## src/power_pkg.sv

```systemverilog
// shared constants and types for the coordinator
package power_pkg;

  // idle-state codes; the numeric order gives the depth order C1 < C3 < C6
  typedef enum logic [2:0] {
    CST_C0  = 3'h0,
    CST_C1  = 3'h1,
    CST_C1E = 3'h2,
    CST_C3  = 3'h3,
    CST_C6  = 3'h6
  } cstate_type;

  // per-core idle sequencing, gray along all three entries
  typedef enum logic [2:0] {
    CORE_ACTIVE = 3'h0,
    CORE_FLUSH  = 3'h1,
    CORE_GATED  = 3'h3,
    CORE_SAVE   = 3'h4,
    CORE_OFF    = 3'h5,
    CORE_HALT   = 3'h2
  } core_state_type;

  // pstate sequencer, gray along both paths out of idle, not on the return to idle
  typedef enum logic [2:0] {
    SEQ_IDLE      = 3'h0,
    SEQ_UP_RAMP   = 3'h1,
    SEQ_UP_RELOCK = 3'h3,
    SEQ_DN_RELOCK = 3'h4,
    SEQ_DN_RAMP   = 3'h6
  } seq_state_type;

  localparam int CLK_MHZ           = 100;
  localparam int RAMP_STEP_NS      = 1000;
  localparam int RAMP_STEP_CYCLES  = (RAMP_STEP_NS * CLK_MHZ + 999) / 1000;
  localparam int PLL_SETTLE_NS     = 200;
  localparam int PLL_SETTLE_CYCLES = (PLL_SETTLE_NS * CLK_MHZ + 999) / 1000;

  localparam logic [3:0] PSTATE_MIN     = 4'h0;
  localparam logic [3:0] PSTATE_RESET   = 4'h0;
  localparam logic [7:0] VID_BASE       = 8'h20;
  localparam logic [7:0] VID_PER_PSTATE = 8'h04;
  localparam logic [7:0] VID_PER_CORE   = 8'h01;
  localparam logic [7:0] VID_RESET      = 8'h20;

endpackage : power_pkg

```

## src/idle_if.sv

```systemverilog
// carrier between the coordinator and one core's idle resolver
interface idle_if;
  logic                  req_valid;
  logic                  req_thread;
  power_pkg::cstate_type req_state;
  logic [1:0]            wake;
  logic                  smt_en;
  logic                  flush_done;
  logic                  save_done;
  power_pkg::cstate_type resolved;
  logic                  in_c0;
  logic                  clk_gate;
  logic                  flush_req;
  logic                  save_req;
  logic                  power_off;

  modport ctrl (output req_valid, req_thread, req_state, wake, smt_en, flush_done, save_done,
                input  resolved, in_c0, clk_gate, flush_req, save_req, power_off);
  modport core (input  req_valid, req_thread, req_state, wake, smt_en, flush_done, save_done,
                output resolved, in_c0, clk_gate, flush_req, save_req, power_off);
endinterface : idle_if

```

## src/core_idle_resolver.sv

```systemverilog
// per-core thread idle tracking, core resolution and entry/exit sequencing
module core_idle_resolver (
  input  wire logic mclk_i,
  input  wire logic sys_rst_i,
  idle_if.core      port_if
);

  power_pkg::cstate_type     thread_state [2];
  power_pkg::cstate_type     thread_pend  [2];
  logic [1:0]                pend_valid;
  power_pkg::cstate_type     target;
  power_pkg::core_state_type core_st;

  // per-thread request tracking; without smt one request drives both threads
  for (genvar t = 0; t < 2; t++) begin : g_thread
    logic hit;
    logic woken;
    assign hit   = port_if.req_valid && (!port_if.smt_en || port_if.req_thread == t[0]);
    assign woken = port_if.smt_en ? port_if.wake[t] : |port_if.wake;
    always_ff @(posedge mclk_i) begin
      if (sys_rst_i) begin
        thread_state[t] <= power_pkg::CST_C0;
        thread_pend[t]  <= power_pkg::CST_C0;
        pend_valid[t]   <= 1'b0;
      end else if (woken) begin
        thread_state[t] <= power_pkg::CST_C0;
        pend_valid[t]   <= 1'b0;
      end else if (hit && thread_state[t] != power_pkg::CST_C0 && port_if.req_state != power_pkg::CST_C0) begin
        // deeper-to-deeper change is parked one cycle in C0
        thread_state[t] <= power_pkg::CST_C0;
        thread_pend[t]  <= port_if.req_state;
        pend_valid[t]   <= 1'b1;
      end else if (hit) begin
        thread_state[t] <= port_if.req_state;
        pend_valid[t]   <= 1'b0;
      end else if (pend_valid[t]) begin
        thread_state[t] <= thread_pend[t];
        pend_valid[t]   <= 1'b0;
      end
    end
  end

  // core target: c0 if any thread runs, else the shallower thread state
  always_comb begin
    if (thread_state[0] == power_pkg::CST_C0 || thread_state[1] == power_pkg::CST_C0) begin
      target = power_pkg::CST_C0;
    end else if (thread_state[0] < thread_state[1]) begin
      target = thread_state[0];
    end else begin
      target = thread_state[1];
    end
  end

  // power actions follow the resolved target, via active
  always_ff @(posedge mclk_i) begin
    if (sys_rst_i) begin
      core_st <= power_pkg::CORE_ACTIVE;
    end else begin
      unique case (core_st)
        power_pkg::CORE_ACTIVE: begin
          if (target == power_pkg::CST_C1) begin
            core_st <= power_pkg::CORE_HALT;
          end else if (target == power_pkg::CST_C3) begin
            core_st <= power_pkg::CORE_FLUSH;
          end else if (target == power_pkg::CST_C6) begin
            core_st <= power_pkg::CORE_SAVE;
          end
        end
        power_pkg::CORE_HALT: begin
          if (target != power_pkg::CST_C1) core_st <= power_pkg::CORE_ACTIVE;
        end
        power_pkg::CORE_FLUSH: begin
          if (target != power_pkg::CST_C3) begin
            core_st <= power_pkg::CORE_ACTIVE;
          end else if (port_if.flush_done) begin
            core_st <= power_pkg::CORE_GATED;
          end
        end
        power_pkg::CORE_GATED: begin
          if (target != power_pkg::CST_C3) core_st <= power_pkg::CORE_ACTIVE;
        end
        power_pkg::CORE_SAVE: begin
          if (target != power_pkg::CST_C6) begin
            core_st <= power_pkg::CORE_ACTIVE;
          end else if (port_if.save_done) begin
            core_st <= power_pkg::CORE_OFF;
          end
        end
        power_pkg::CORE_OFF: begin
          if (target != power_pkg::CST_C6) core_st <= power_pkg::CORE_ACTIVE;
        end
        default: core_st <= power_pkg::CORE_ACTIVE;
      endcase
    end
  end

  // state reported only once the entry has completed
  always_comb begin
    unique case (core_st)
      power_pkg::CORE_HALT:  port_if.resolved = power_pkg::CST_C1;
      power_pkg::CORE_GATED: port_if.resolved = power_pkg::CST_C3;
      power_pkg::CORE_OFF:   port_if.resolved = power_pkg::CST_C6;
      default:               port_if.resolved = power_pkg::CST_C0;
    endcase
  end

  assign port_if.in_c0     = (core_st == power_pkg::CORE_ACTIVE);
  assign port_if.clk_gate  = (core_st == power_pkg::CORE_GATED) || (core_st == power_pkg::CORE_OFF);
  assign port_if.flush_req = (core_st == power_pkg::CORE_FLUSH);
  assign port_if.save_req  = (core_st == power_pkg::CORE_SAVE);
  assign port_if.power_off = (core_st == power_pkg::CORE_OFF);

endmodule : core_idle_resolver

```

## src/core_power_state_coordinator.sv

```systemverilog
// top: per-core idle coordination and performance-state voltage/pll sequencing
// Operation
// software pstate request; voltage from frequency, cores
// rising: step voltage up, then relock pll
// falling: relock pll first, then lower voltage
// shared point follows highest active core request
// requests during transition wait until it ends
// voltage moves one step per ramp interval
// per-thread requests only with multithreading enabled
// power actions only from resolved core state
// idle changes always pass through c0
// core c0 if any thread c0, else shallower
// all enabled cores idle with option: c1e
// c1e runs lowest frequency and voltage point
// c3 entry: flush caches, then gate clocks
// c6 entry: save state, then remove voltage
// interrupt wakes only the addressed thread; without multithreading any wake bit wakes both threads
// system reset reinitializes all cores
// after reset all c0, nothing pending
// busy from voltage stepping to final lock
module core_power_state_coordinator #(
  parameter int NUM_CORES = 2,
  parameter int PST_W     = 4,
  parameter int VID_W     = 8
) (
  input  wire logic                         mclk_i,
  input  wire logic                         sys_rst_i,
  input  wire logic                         smt_enable_i,
  input  wire logic                         c1e_enable_i,
  input  wire logic [NUM_CORES-1:0]         core_enable_i,
  input  wire logic [NUM_CORES-1:0]         thread_req_valid_i,
  input  wire logic [NUM_CORES-1:0]         thread_req_thread_i,
  input  wire logic [NUM_CORES-1:0][2:0]    thread_req_state_i,
  input  wire logic [NUM_CORES-1:0][1:0]    thread_wake_i,
  input  wire logic [NUM_CORES-1:0]         flush_done_i,
  input  wire logic [NUM_CORES-1:0]         save_done_i,
  input  wire logic [NUM_CORES-1:0]         pstate_wr_i,
  input  wire logic [PST_W-1:0]             pstate_data_i,
  input  wire logic                         pll_lock_i,
  input  wire logic                         vr_good_i,
  output logic      [NUM_CORES-1:0][2:0]    core_cstate_o,
  output logic      [NUM_CORES-1:0]         core_clk_gate_o,
  output logic      [NUM_CORES-1:0]         core_flush_req_o,
  output logic      [NUM_CORES-1:0]         core_save_req_o,
  output logic      [NUM_CORES-1:0]         core_power_off_o,
  output logic                              vid_cmd_valid_o,
  output logic      [VID_W-1:0]             vid_code_o,
  output logic      [PST_W-1:0]             pll_ratio_o,
  output logic                              pll_relock_o,
  output logic                              pstate_busy_o
);

  localparam int CNT_W = $clog2(NUM_CORES + 1);
  localparam int TMR_W = $clog2(power_pkg::RAMP_STEP_CYCLES + power_pkg::PLL_SETTLE_CYCLES + 1);

  logic [NUM_CORES-1:0][PST_W-1:0] pstate_req;
  logic [NUM_CORES-1:0]            core_in_c0;
  logic [NUM_CORES-1:0]            core_idle;
  power_pkg::cstate_type           core_res [NUM_CORES];
  logic [1:0]                      lock_sync;
  logic [1:0]                      good_sync;
  logic                            lock_s;
  logic                            good_s;
  logic [PST_W-1:0]                max_pst;
  logic [CNT_W-1:0]                active_cnt;
  logic                            c1e_now;
  logic [PST_W-1:0]                goal_pst;
  logic [VID_W-1:0]                goal_vid;
  power_pkg::seq_state_type        seq_st;
  logic [PST_W-1:0]                cur_pst;
  logic [PST_W-1:0]                tgt_pst;
  logic [VID_W-1:0]                tgt_vid;
  logic [TMR_W-1:0]                ramp_cnt;
  logic                            ramp_tick;
  logic [TMR_W-1:0]                settle_cnt;
  logic                            relock_done;

  // one resolver per core, joined through the carrier interface
  for (genvar c = 0; c < NUM_CORES; c++) begin : g_core
    idle_if link_if ();
    assign link_if.req_valid  = thread_req_valid_i[c];
    assign link_if.req_thread = thread_req_thread_i[c];
    assign link_if.req_state  = power_pkg::cstate_type'(thread_req_state_i[c]);
    assign link_if.wake       = thread_wake_i[c];
    assign link_if.smt_en     = smt_enable_i;
    assign link_if.flush_done = flush_done_i[c];
    assign link_if.save_done  = save_done_i[c];
    assign core_res[c]        = link_if.resolved;
    assign core_in_c0[c]      = link_if.in_c0;
    assign core_idle[c]       = (link_if.resolved != power_pkg::CST_C0);

    core_idle_resolver u_resolver (
      .mclk_i    (mclk_i),
      .sys_rst_i (sys_rst_i),
      .port_if   (link_if.core)
    );

    // registered per-core outputs; c1 shown as c1e while c1e_now holds
    always_ff @(posedge mclk_i) begin
      if (sys_rst_i) begin
        core_cstate_o[c]    <= 3'h0;
        core_clk_gate_o[c]  <= 1'b0;
        core_flush_req_o[c] <= 1'b0;
        core_save_req_o[c]  <= 1'b0;
        core_power_off_o[c] <= 1'b0;
      end else begin
        core_cstate_o[c]    <= (c1e_now && core_res[c] == power_pkg::CST_C1) ? power_pkg::CST_C1E
                                                                              : core_res[c];
        core_clk_gate_o[c]  <= link_if.clk_gate;
        core_flush_req_o[c] <= link_if.flush_req;
        core_save_req_o[c]  <= link_if.save_req;
        core_power_off_o[c] <= link_if.power_off;
      end
    end

    // software-written performance request per core
    always_ff @(posedge mclk_i) begin
      if (sys_rst_i) begin
        pstate_req[c] <= PST_W'(power_pkg::PSTATE_RESET);
      end else if (pstate_wr_i[c]) begin
        pstate_req[c] <= pstate_data_i;
      end
    end
  end

  // pll lock and regulator good: two-flop synchronisers
  always_ff @(posedge mclk_i) begin
    if (sys_rst_i) begin
      lock_sync <= 2'h0;
      good_sync <= 2'h0;
    end else begin
      lock_sync <= {lock_sync[0], pll_lock_i};
      good_sync <= {good_sync[0], vr_good_i};
    end
  end
  assign lock_s = lock_sync[1];
  assign good_s = good_sync[1];

  // shared operating point: highest request among running cores
  always_comb begin
    max_pst    = PST_W'(power_pkg::PSTATE_MIN);
    active_cnt = '0;
    for (int i = 0; i < NUM_CORES; i++) begin
      if (core_enable_i[i] && core_in_c0[i]) begin
        active_cnt = active_cnt + CNT_W'(1);
        if (pstate_req[i] > max_pst) max_pst = pstate_req[i];
      end
    end
  end

  // c1e when every enabled core has resolved c1 or deeper
  always_comb begin
    c1e_now = c1e_enable_i && (|core_enable_i);
    for (int i = 0; i < NUM_CORES; i++) begin
      if (core_enable_i[i] && !core_idle[i]) c1e_now = 1'b0;
    end
  end

  // voltage chosen from frequency and number of running cores
  assign goal_pst = c1e_now ? PST_W'(power_pkg::PSTATE_MIN) : max_pst;
  assign goal_vid = VID_W'(power_pkg::VID_BASE)
                  + VID_W'(goal_pst) * VID_W'(power_pkg::VID_PER_PSTATE)
                  + VID_W'(active_cnt) * VID_W'(power_pkg::VID_PER_CORE);

  // ramp divider: one voltage step per interval keeps the rail glitch-free
  always_ff @(posedge mclk_i) begin
    if (sys_rst_i || seq_st == power_pkg::SEQ_IDLE) begin
      ramp_cnt <= '0;
    end else if (ramp_cnt == TMR_W'(power_pkg::RAMP_STEP_CYCLES - 1)) begin
      ramp_cnt <= '0;
    end else begin
      ramp_cnt <= ramp_cnt + TMR_W'(1);
    end
  end
  assign ramp_tick = (ramp_cnt == TMR_W'(power_pkg::RAMP_STEP_CYCLES - 1));

  // settle timer: lock is trusted only after the pll had time to drop it
  always_ff @(posedge mclk_i) begin
    if (sys_rst_i) begin
      settle_cnt <= '0;
    end else if (pll_relock_o) begin
      settle_cnt <= TMR_W'(power_pkg::PLL_SETTLE_CYCLES);
    end else if (settle_cnt != '0) begin
      settle_cnt <= settle_cnt - TMR_W'(1);
    end
  end
  assign relock_done = (settle_cnt == '0) && lock_s && !pll_relock_o;

  // sequencer; the goal is sampled only when idle, so later requests wait
  always_ff @(posedge mclk_i) begin
    if (sys_rst_i) begin
      seq_st          <= power_pkg::SEQ_IDLE;
      cur_pst         <= PST_W'(power_pkg::PSTATE_RESET);
      tgt_pst         <= PST_W'(power_pkg::PSTATE_RESET);
      tgt_vid         <= VID_W'(power_pkg::VID_RESET);
      vid_code_o      <= VID_W'(power_pkg::VID_RESET);
      vid_cmd_valid_o <= 1'b0;
      pll_ratio_o     <= PST_W'(power_pkg::PSTATE_RESET);
      pll_relock_o    <= 1'b0;
    end else begin
      vid_cmd_valid_o <= 1'b0;
      pll_relock_o    <= 1'b0;
      unique case (seq_st)
        power_pkg::SEQ_IDLE: begin
          tgt_pst <= goal_pst;
          tgt_vid <= goal_vid;
          if (goal_pst < cur_pst) begin
            pll_ratio_o  <= goal_pst;
            pll_relock_o <= 1'b1;
            seq_st       <= power_pkg::SEQ_DN_RELOCK;
          end else if (goal_pst != cur_pst || goal_vid != vid_code_o) begin
            seq_st <= power_pkg::SEQ_UP_RAMP;
          end
        end
        power_pkg::SEQ_UP_RAMP: begin
          if (ramp_tick && vid_code_o != tgt_vid) begin
            vid_code_o      <= (vid_code_o < tgt_vid) ? vid_code_o + VID_W'(1)
                                                      : vid_code_o - VID_W'(1);
            vid_cmd_valid_o <= 1'b1;
          end else if (vid_code_o == tgt_vid && good_s && ramp_tick) begin
            // a full interval lets a stale good flag clear through the synchroniser
            if (tgt_pst != cur_pst) begin
              pll_ratio_o  <= tgt_pst;
              pll_relock_o <= 1'b1;
              seq_st       <= power_pkg::SEQ_UP_RELOCK;
            end else begin
              seq_st <= power_pkg::SEQ_IDLE;
            end
          end
        end
        power_pkg::SEQ_UP_RELOCK: begin
          if (relock_done) begin
            cur_pst <= tgt_pst;
            seq_st  <= power_pkg::SEQ_IDLE;
          end
        end
        power_pkg::SEQ_DN_RELOCK: begin
          if (relock_done) begin
            cur_pst <= tgt_pst;
            seq_st  <= power_pkg::SEQ_DN_RAMP;
          end
        end
        power_pkg::SEQ_DN_RAMP: begin
          if (vid_code_o == tgt_vid) begin
            seq_st <= power_pkg::SEQ_IDLE;
          end else if (ramp_tick) begin
            vid_code_o      <= (vid_code_o < tgt_vid) ? vid_code_o + VID_W'(1)
                                                      : vid_code_o - VID_W'(1);
            vid_cmd_valid_o <= 1'b1;
          end
        end
        default: seq_st <= power_pkg::SEQ_IDLE;
      endcase
    end
  end

  // busy while the sequencer works
  always_ff @(posedge mclk_i) begin
    if (sys_rst_i) begin
      pstate_busy_o <= 1'b0;
    end else begin
      pstate_busy_o <= (seq_st != power_pkg::SEQ_IDLE);
    end
  end

endmodule : core_power_state_coordinator

```

## config.mk

```make
export PLATFORM = sky130hd
export DESIGN_NAME = core_power_state_coordinator
export DESIGN_NICKNAME = d
export VERILOG_FILES = /design/src/power_pkg.sv /design/src/idle_if.sv /design/src/core_idle_resolver.sv /design/src/core_power_state_coordinator.sv
export SDC_FILE = /design/constraint.sdc
export NUM_CORES = 1
export LEC_CHECK = 0
export ABC_AREA = 1
export ABC_CLOCK_PERIOD_IN_PS = 3900
export BUFFER_PORTS_ARGS = -buffer_cell sky130_fd_sc_hd__buf_4
export CAP_MARGIN = 20
export CORE_MARGIN = 2
export CORE_UTILIZATION = 31
export CTS_CLUSTER_DIAMETER = 40
export DETAILED_ROUTE_END_ITERATION = 10
export GPL_ROUTABILITY_DRIVEN = 0
export SLEW_MARGIN = 10
export SYNTH_ARGS = -nofsm -noshare
export SYNTH_HDL_FRONTEND = slang
export SYNTH_SLANG_ARGS = --single-unit
```

## constraint.sdc

```tcl
create_clock -name mclk_i -period 3.9 [get_ports mclk_i]
set_clock_uncertainty 0.2 [all_clocks]
set_input_delay 0.78 -clock mclk_i [delete_from_list [all_inputs] [get_ports mclk_i]]
set_output_delay 0.78 -clock mclk_i [all_outputs]
set_load 0.005 [all_outputs]
```

Word level (Yosys, flattened, before mapping)
Memories as Yosys holds them, arrays and structs flattened.
Cells that the tools add are included.
Widths: inputs -> output; s select.
- equality and inequality tests: 57
- reduce and logical (&&, ||, !) cells: 73
- mux-type cells: 167
- add/subtract/negate cells: 7
- bitwise operators: 22
- $lt $le $gt $ge: 6
- operators with widths (operator ; number):
    $mux 3 ; 51
    $mux 1 ; 88
    $mux 4 ; 9
    $pmux 3 s6 ; 2
    $mux 8 ; 4
    $reduce_bool 3->1 ; 9
    $eq 3x3->1 const B ; 8
    $logic_and 1x1->1 ; 24
    $eq 3x1->1 const B ; 7
    $eq 3x2->1 const B ; 7
    $logic_not 3->1 ; 7
    $or 1x1->1 ; 20
    $ne 2x2->1 const B ; 9
    $ne 3x2->1 const B ; 6
    $pmux 3 s3 ; 2
    $reduce_and 6->1 ; 3
    $ne 8x8->1 ; 2
    $pmux 8 s2 ; 1
    $reduce_or 2->1 ; 8
    $pmux 3 s5 ; 1
    $ne 2x1->1 const B ; 7
    $logic_or 1x1->1 ; 10
    $mux 5 ; 2
    $ne 3x1->1 const B ; 3
    28 further kinds ; 42
- flip-flop bits (word level): 84
- memories: 4
- memory bits (writable): 24
- input port bits: 32
- memory list (memory ; depth ; bits a word ; read ports ; clocked after memory_dff ; wr ports ; line ; RTL):
    g_core[0].u_resolver.thread_pend ; 2 ; 3 ; 2 ; 0 ; 2 ; core_idle_resolver.sv:9 ; power_pkg::cstate_type thread_pend [2];
    g_core[0].u_resolver.thread_state ; 2 ; 3 ; 2 ; 0 ; 2 ; core_idle_resolver.sv:8 ; power_pkg::cstate_type thread_state [2];
    g_core[1].u_resolver.thread_pend ; 2 ; 3 ; 2 ; 0 ; 2 ; core_idle_resolver.sv:9 ;
    g_core[1].u_resolver.thread_state ; 2 ; 3 ; 2 ; 0 ; 2 ; core_idle_resolver.sv:8 ;

Depth between registers and ports, before layout
Gate-level depths: netlist of run 1.
- depth in word-level cells: 15
- mapped depth: 28
- depth with buffers taken out: 28

Hierarchy
A second synthesis of run 1 with hierarchy kept.
- cell total of the unflattened synthesis: 795
- area total of the unflattened synthesis: 5903.2 um^2
- by module, submodules not included (module ; area each (um^2) ; instances ; cells an instance ; seq. area each (um^2)):
    core_power_state_coordinator ; 3593.4 ; 1 ; 471 ; 1381.3
    core_idle_resolver ; 1154.9 ; 2 ; 162 ; 460.4

Worst setup path after synthesis of run 1
Ideal clock, no wire load.
- path type: input to register
- start: input port core_enable_i[0]
- end: register seq_st[0]
- arrival: 3105 ps
- data required time: 3585 ps
- path slack: 480 ps
- stages: 23
- buffers on the path: 0
- cell sequence: inv_1 -> nor2_8 -> nand2_2 -> ha_1 -> nand2_1 -> inv_1 -> nand2_1 -> nand2_1 -> nand3b_1 -> nand2_2 -> inv_1 -> ha_1 -> nand2_1 -> inv_1 -> o21ai_0 -> nand2_1 -> nand2_1 -> nor2_1 -> nand2_1 -> nor2_2 -> nand3_2 -> a21oi_1 -> nor2_1
- cells in the longest elaborated chain, start to end: 12
- RTL lines (what ; line ; RTL):
    from (decl) ; core_power_state_coordinator.sv:30 ; input wire logic [NUM_CORES-1:0] core_enable_i,
    $logic_and 1x1->1 ; core_power_state_coordinator.sv:144 ; if (core_enable_i[i] && core_in_c0[i]) begin
    $mux 4 ; core_power_state_coordinator.sv:144 ;
    $gt 4x4->1 ; core_power_state_coordinator.sv:146 ; if (pstate_req[i] > max_pst) max_pst = pstate_req[i];
    $mux 4 ; core_power_state_coordinator.sv:146 ;
    $mux 4 ; core_power_state_coordinator.sv:144 ;
    $mux 4 * ; core_power_state_coordinator.sv:160 ; assign goal_pst = c1e_now ? PST_W'(power_pkg::PSTATE_MIN) : max_pst;
    net goal_pst[3] ; core_power_state_coordinator.sv:67 ; logic [PST_W-1:0] goal_pst;
    $add 6x6->7 ; core_power_state_coordinator.sv:162 ; + VID_W'(goal_pst) * VID_W'(power_pkg::VID_PER_PSTATE)
    $add 7x2->8 ; core_power_state_coordinator.sv:163 ; + VID_W'(active_cnt) * VID_W'(power_pkg::VID_PER_CORE);
    $ne 8x8->1 ; core_power_state_coordinator.sv:211 ; end else if (goal_pst != cur_pst || goal_vid != vid_code_o) begin
    $logic_or 1x1->1 ; core_power_state_coordinator.sv:211 ;
    $ne 3x1->1 (no line) ; n/a ;
    $reduce_and 6->1 (no line) ; n/a ;
    to (signal assigned) ; core_power_state_coordinator.sv:210 ; seq_st <= power_pkg::SEQ_DN_RELOCK;
    to (signal assigned) ; core_power_state_coordinator.sv:212 ; seq_st <= power_pkg::SEQ_UP_RAMP;
    to (signal assigned) ; core_power_state_coordinator.sv:225 ; seq_st <= power_pkg::SEQ_UP_RELOCK;
    to (decl) ; core_power_state_coordinator.sv:69 ; power_pkg::seq_state_type seq_st;
Mark *: on every way through the listed nets, which the timed path passes. The rest lies on a longest branch.
A chain may end at the register's enable or synchronous reset.

Worst setup path after layout of run 1
- start: register g_core[0].u_resolver.core_st[2]
- end: register seq_st[2]
- cells in the longest elaborated chain, start to end: 14
- RTL lines (what ; line ; RTL):
    from (decl) ; core_idle_resolver.sv:12 ; power_pkg::core_state_type core_st;
    from (signal assigned) ; core_idle_resolver.sv:57 ; core_st <= power_pkg::CORE_ACTIVE;
    from (signal assigned) ; core_idle_resolver.sv:62 ; core_st <= power_pkg::CORE_HALT;
    from (signal assigned) ; core_idle_resolver.sv:64 ; core_st <= power_pkg::CORE_FLUSH;
    branches (longest 7 deep; another with $gt 4x4->1) ; n/a ;
    $mux 4 * ; core_power_state_coordinator.sv:160 ;
    net goal_pst[3] ; core_power_state_coordinator.sv:67 ;
    $add 6x6->7 ; core_power_state_coordinator.sv:162 ;
    $add 7x2->8 ; core_power_state_coordinator.sv:163 ;
    $ne 8x8->1 ; core_power_state_coordinator.sv:211 ;
    $logic_or 1x1->1 ; core_power_state_coordinator.sv:211 ;
    $ne 3x1->1 (no line) ; n/a ;
    $reduce_and 6->1 (no line) ; n/a ;
Mark *: on every way through the listed nets, which the timed path passes.

==> impl_metrics.py, run 1 <==
metrics = {
    "status": {
        "status": "finished, final reports clean",
    },
    "synth": {
        "syn_area_mm2": 0.00565,
        "ys_async_sr_fraction_pct": 0,
        "synth-edff-count": 24,
        "yosys.area.top_type": "dfxtp_1",
        "syn_avg_cell_area_um2": 7.28,
        "ys_seq_area_share_pct": 40.7,
        "synth_ff_type": "dfxtp_1",
        "ys_types": 41,
        "yosys-top-cells-count": "145 x inv_1, 122 x nand2_1, 108 x nor2_1",
        "syn-num-nets": 838,
        "synth.most_common_cell": "inv_1",
        "ys_seq_elements": 103,
        "syn_inst": 776,
        "yosys_warnings": 0,
        "ys_top_cells_by_area": "dfxtp_1 28%, edfxtp_1 13%, inv_1 9.6%",
        "synth_top_area_share_pct": 28.0,
    },
    "placement": {
        "port_buffers": 60,
        "post-place-ws_ns": 0.0684,
        "hpwl_um": 9920,
    },
    "routing": {
        "drt_iter0_markers": 239,
        "via_count": 4867,
        "drc": 0,
        "drt-total-wl_um": 12700,
        "drtPass1Iterations": 5,
        "via_per_inst": 4.52,
        "ant_nets": 0,
        "wl_per_cell_um": 11.8,
    },
    "run": {
        "drv_cap": 0,
    },
    "worst_hold_path": {
        "min_from": "good_sync[0]$_SDFF_PP0_",
        "hold_class": "flop to flop",
    },
    "floorplan": {
        "core_area_mm2": 0.0179,
        "dieHeight_um": 139,
        "io_pins": 61,
        "die_x_um": 139,
        "initial_core_util_pct": 31.6,
        "dieArea_mm2": 0.0193,
        "rows": 49,
    },
    "timing": {
        "slew_headroom_pct": 52.7,
        "fmax_ghz": 0.289,
        "setup_viol": 0,
        "setup_slack_ns": 0.440,
        "whs_ns": 0.216,
        "slew_viol_final": 0,
        "finalCritPeriodShare_pct": 88.7,
        "worst_slew_pin_slew_ns": 0.709,
        "rsz0062_at_grt": "no",
        "setup_tns_ns": 0,
        "hold_violations": 0,
        "fin_crit_ns": 3.46,
    },
    "clocking": {
        "cts_buffers": 9,
        "numClockSinks": 103,
        "insertion_delay_ns": 0.35,
        "root_buffer": "clkbuf_16",
        "htree_num_levels": 3,
        "clk_pin_slew_ns": 0.07,
        "cts.path.max_buffers": 2,
        "cts_tree": "built",
    },
    "final_layout": {
        "area_growth_pct": 17.6,
        "post-route-util_pct": 37.1,
        "nets": 904,
        "drive_above_1_share_pct": 13.1,
        "n_antenna_cell": 0,
        "nFillCells": 1889,
    },
    "critical_path": {
        "path_cells": "nor2_2 > nand2_2 > nor2_8 > nand2_2 > ha_1 > nand2_1 > nor2_1 > nor2_4 > nand3b_1 > nand2_2 > inv_1 > ha_1 > nand2_1 > inv_1 > nand2_1 > a21oi_1 > nand3_1 > nor2_1 > nand2_1 > nor2_2 > nand3_2 > a21oi_1 > nor2_1",
        "crit_top_cell": "nand2_1",
        "r2r-start": "g_core[0].u_resolver.core_st[2]$_SDFFE_PP0P_",
        "cp_top_family": "simple AND/OR/NAND/NOR gates",
        "crit_path_max_incr_delay_ns": 0.37,
        "cp-end-kind": "flop",
        "startpoint": "g_core[0].u_resolver.core_st[2]$_SDFFE_PP0P_",
        "crit_type": "flop to flop",
        "start_kind": "flop",
        "cp_slowest_cell": "dfxtp_1",
        "worstPathRequired_ns": 3.95,
        "worstPathArrival_ns": 3.51,
        "path_buf_inv": 2,
        "cp_max_fo": 6,
    },
    "power": {
        "p_per_area_mw_per_mm2": 556,
        "p_leak_nw": 3.12,
        "power_mw": 3.70,
        "irDropWorstVdd_v": 0.000255,
    },
    "global_route": {
        "antenna_found_initial": 0,
        "track_usage_pct": 13.4,
        "gr-total-overflow": 0,
        "grt_max_degree": 34,
        "grt_pass1_wl_um": 21100,
        "grt_pass1_vias": 4476,
    },
}
final timing paths:
path	endpoint	slack (ns)	cells after the start
setup / recovery	seq_st[2]$_SDFFE_PP0P_	0.44	23
hold / removal	good_sync[1]$_SDFF_PP0_	0.22	2
setup reg to reg	seq_st[2]$_SDFFE_PP0P_	0.44	23
hold reg to reg	good_sync[1]$_SDFF_PP0_	0.22	2
state kept, by name (all words and copies together) (netlist names), 3 cells and up:
signal,cells
g_core.u_resolver.pend_valid,4
settle_cnt,7
g_core.u_resolver.thread_state,12
pstate_req,8
seq_st,3
cur_pst,4
vid_code_o,8
tgt_vid,4
ramp_cnt,7
pll_ratio_o,4
tgt_pst,3
core_cstate_o,6
g_core.u_resolver.core_st,6
g_core.u_resolver.thread_pend,12
worst register-to-register path, stage by stage, from the launching register on:
cell	delay, ns
dfxtp_1	0.37
nor2_2	0.16
nand2_2	0.11
nor2_8	0.15
nand2_2	0.10
ha_1	0.30
nand2_1	0.09
nor2_1	0.07
nor2_4	0.17
nand3b_1	0.15
nand2_2	0.13
inv_1	0.07
ha_1	0.30
nand2_1	0.05
inv_1	0.06
nand2_1	0.05
a21oi_1	0.13
nand3_1	0.09
nor2_1	0.11
nand2_1	0.07
nor2_2	0.11
nand3_2	0.12
a21oi_1	0.15
nor2_1	0.06
stage by stage:
stage                     area (um^2)  instances
after global placement           6380       1060
after detailed placement         6380       1060
after global routing             6650       1076
final                            6650       1076
after CTS                        6640       1076
after floorplan                  5650        776
cell type report:
| class | instances | area (um^2) | share of cell area [%] |
|---|---|---|---|
| Clock buffer | 11 | 233 | 3.50 |
| Clock inverter | 5 | 35.0 | 0.527 |
| Inverter | 147 | 552 | 8.30 |
| Multi-Input combinational cell | 518 | 2770 | 41.6 |
| Sequential cell | 103 | 2300 | 34.6 |
| Tap cell | 229 | 287 | 4.31 |
| Timing Repair Buffer | 63 | 473 | 7.12 |
layer usage:
| layer | GRT usage (%) | vias to the layer above | part of all wire (%) | wire [um] |
|---|---|---|---|---|
| met3 | 2.56 | 11 | 4.2 | 536 |
| met5 | 0 | - | 0 | 0 |
| met4 | 5.26 | 0 | 1.5 | 189 |
| li1 | - | 2646 | - | - |
| met1 | 18.8 | 2128 | 52 | 6570 |
| met2 | 20.4 | 82 | 43 | 5420 |
cell usage in the layout (no fill, tap or decap), types with 4 or more instances in the layout:
master	n
a21oi_1	52
nor2_1	108
nand2_1	121
buf_4	63
o22ai_1	10
nand2_2	9
o21ai_0	44
xor2_1	4
nand3b_1	5
xnor2_1	4
nor3b_1	4
inv_1	145
nor2_2	6
ha_1	29
nand3_1	58
nand4_1	15
clkbuf_16	9
edfxtp_1	24
nor3_1	13
nor2_4	5
dfxtp_1	79
nand3_2	4
power breakdown:
part / internal [mW] / switching (mW) / total, mW
combinational: 0.557 / 0.933 / 1.49
clock: 0.433 / 0.408 / 0.841
sequential: 1.24 / 0.124 / 1.37
cell families (layout without fill, tap and decap cells):
| kind of cell | count (synthesis) | after routing | share of synthesized area (%) |
|---|---|---|---|
| DFF | 103 | 103 | 40.7 |
| xor gates and xnor gates | 8 | 8 | 1.24 |
| and+or+nand+nor | 359 | 359 | 29.4 |
| buffers and inverters | 155 | 226 | 10.4 |
| AOI/OAI and AO/OA | 121 | 121 | 11.5 |
| adders and majority gates | 30 | 30 | 6.77 |
timing repair:
| item | CTS | global route |
|---|---|---|
| endpoints found under the setup margin | 0 | 1 |
| hold buffers | 0 | 0 |
| resized for setup | 0 | 1 |
| setup buffers | 0 | 0 |
No activity file was read; power rests on OpenSTA's default activity.
==> inputs of run 2 (changes only) <==
PLACE_DENSITY = 0.47   (was unset)
==> run 2 against run 1 <==
Global-route usage rose by 0.94 points. Cell count about the same. Cell area increased by 1.1%. First-iteration DRC count decreased by 11%. Total power increased by 4.8%. Setup slack got worse by 0.025 ns. Via count is 0.49% lower. Fmax is 0.73% lower. Non-clock buffer count rose by 2.
==> impl_metrics.py, run 2 (same netlist as run 1, synthesis figures left out) <==
metrics = {
    "clocking": {
        "insertion_delay_ns": 0.35,
        "cts_tree": "built",
        "cts_buffers": 9,
        "cts_hold_buf": 0,
        "clk_pin_slew_ns": 0.07,
        "cts.path.max_buffers": 2,
        "htree_num_levels": 3,
        "root_buffer": "clkbuf_16",
        "numClockSinks": 103,
    },
    "timing": {
        "fin_crit_ns": 3.49,
        "setup_tns_ns": 0,
        "rsz0062_at_grt": "no",
        "slew_headroom_pct": 52.7,
        "finalCritPeriodShare_pct": 89.4,
        "setup_slack_ns": 0.414,
        "hold_violations": 0,
        "worst_slew_pin_slew_ns": 0.706,
        "fmax_ghz": 0.287,
        "setup_viol": 0,
        "slew_viol_final": 0,
    },
    "final_layout": {
        "reg_top3": "g_core.u_resolver.thread_pend: 12 flops, g_core.u_resolver.thread_state: 12 flops",
        "post-route-util_pct": 37.6,
        "fin_cells": 1077,
        "drive_above_1_share_pct": 13.6,
        "nets": 906,
        "nFillCells": 1945,
        "final_cell_mix": "145 x inv_1, 121 x nand2_1, 108 x nor2_1",
        "final_common_cell": "inv_1",
        "area_growth_pct": 19.0,
        "design_area_mm2": 0.00672,
        "n_antenna_cell": 0,
    },
    "power": {
        "clkPwrFrac_pct": 26.0,
        "p_per_area_mw_per_mm2": 577,
        "p_leak_nw": 3.17,
        "p_switching_mw": 1.48,
        "power_frac_comb_pct": 38.8,
        "irDropWorstVdd_v": 0.000263,
        "p_int_mw": 2.40,
        "switching_share_pct": 38.1,
        "seq_power_share_pct": 35.2,
    },
    "critical_path": {
        "rr_endpoint": "seq_st[2]$_SDFFE_PP0P_",
        "crit_path_max_incr_delay_ns": 0.37,
        "crit_type": "flop to flop",
        "cp_max_fo": 6,
        "worstPathRequired_ns": 3.95,
        "start_kind": "flop",
        "path_buf_inv": 2,
        "r2r_slack_ns": 0.41,
        "r2r-start": "g_core[0].u_resolver.core_st[2]$_SDFFE_PP0P_",
        "path_cells": "nor2_2 > nand2_2 > nor2_8 > nand2_2 > ha_1 > nand2_1 > nor2_1 > nor2_4 > nand3b_1 > nand2_2 > inv_1 > ha_1 > nand2_1 > inv_1 > o21ai_0 > nand2_1 > nand2_1 > nor2_1 > nand2_1 > nor2_2 > nand3_2 > a21oi_1 > nor2_1",
        "cp_top_family": "simple AND/OR/NAND/NOR gates",
        "cp-end-kind": "flop",
        "worstPathArrival_ns": 3.54,
        "worstRegToRegCells": 23,
        "startpoint": "g_core[0].u_resolver.core_st[2]$_SDFFE_PP0P_",
        "cp_slowest_cell": "dfxtp_1",
        "crit_top_cell": "nand2_1",
    },
    "global_route": {
        "grt_pass1_wl_um": 22600,
        "gr-total-overflow": 0,
        "grt_pass1_vias": 4659,
        "antenna_found_initial": 0,
        "track_usage_pct": 14.3,
        "grt_max_degree": 34,
    },
    "worst_hold_path": {
        "min_from": "good_sync[0]$_SDFF_PP0_",
        "hold_class": "flop to flop",
        "min_path_cells": 2,
        "hold_end": "good_sync[1]$_SDFF_PP0_",
    },
    "run": {
        "drv_cap": 0,
    },
    "floorplan": {
        "core_area_mm2": 0.0179,
        "io_pins": 61,
        "dieArea_mm2": 0.0193,
        "initial_core_util_pct": 31.6,
        "dieHeight_um": 139,
        "die_x_um": 139,
        "rows": 49,
    },
    "routing": {
        "via_per_inst": 4.50,
        "via_count": 4843,
        "drt_iter0_markers": 213,
        "drtPass1Iterations": 6,
        "wl_per_cell_um": 12.2,
        "drt-total-wl_um": 13100,
        "ant_nets": 0,
        "drc": 0,
    },
    "placement": {
        "placed_cell_area_mm2": 0.00639,
        "hpwl_um": 10300,
        "post-place-ws_ns": 0.0446,
        "port_buffers": 60,
        "dpl.cell_count": 1062,
    },
    "status": {
        "status": "finished, final reports clean",
    },
}
run 2: cell types whose count changed in the layout (fill, tap and decap cells not counted), sizes merged:
cell / delta
buf: +2
clkbuf: -1
bufinv: +2
inv: +1
clkinvlp: -3
run 2: worst min-delay path, delay by kind of cell (launching register included):
kind,cells,cell delay [ns]
buffers and inverters,1,0.04
AND/OR/NAND/NOR,1,0.03
flip-flops,1,0.30
run 2: routing by layer:
layer	global-route usage, %	routed length [um]
met1	20.6	7050
met2	21.6	5490
met3	2.21	318
met4	5.74	244
met5	0	0
run 2: through the flow:
stage	power, mW	hold WS (ns)
4_1_cts	3.92	0.206
2_1_floorplan	2.51	0.188
6_report	3.88	0.204
3_5_place_dp	2.90	0.195
3_3_place_gp	2.90	0.190
5_1_grt	4.21	0.241
run 2: area by class of cell:
cell class              count  area (um^2)  area share (%)
multi-input cells         518         2770            41.1
flip-flops and latches    103         2300            34.2
inverters                 147          552            8.21
repair buffers             65          488            7.26
well taps                 229          287            4.26
clock buffers              10          250            3.72
clock inverters             5         78.8            1.17
run 2: repair_timing:
item,4_1_cts,5_1_grt
setup endpoints to repair,0,1
buffers inserted,0,0
resized for setup,0,1
run 2: worst max-delay path by stage:
stage | endpoint | slack [ns] | cells after the start
after CTS | seq_st[2]$_SDFFE_PP0P_ | 0.40 | 24
after global placement | seq_st[2]$_SDFFE_PP0P_ | 0.11 | 24
after floorplan | seq_st[0]$_SDFFE_PP0P_ | 0.48 | 23
final | seq_st[2]$_SDFFE_PP0P_ | 0.41 | 23
after global routing | seq_st[0]$_SDFFE_PP0P_ | 0.02 | 23
after detailed placement | seq_st[2]$_SDFFE_PP0P_ | 0.04 | 24
run 2: power groups by stage:
stage	sequential [mW]	combinational, mW	clock (mW)
CTS	1.37	1.52	1.04
finish	1.36	1.50	1.01
floorplan	1.36	1.15	0
detailed placement	1.39	1.51	0
global route	1.39	1.75	1.07
global placement	1.39	1.51	0
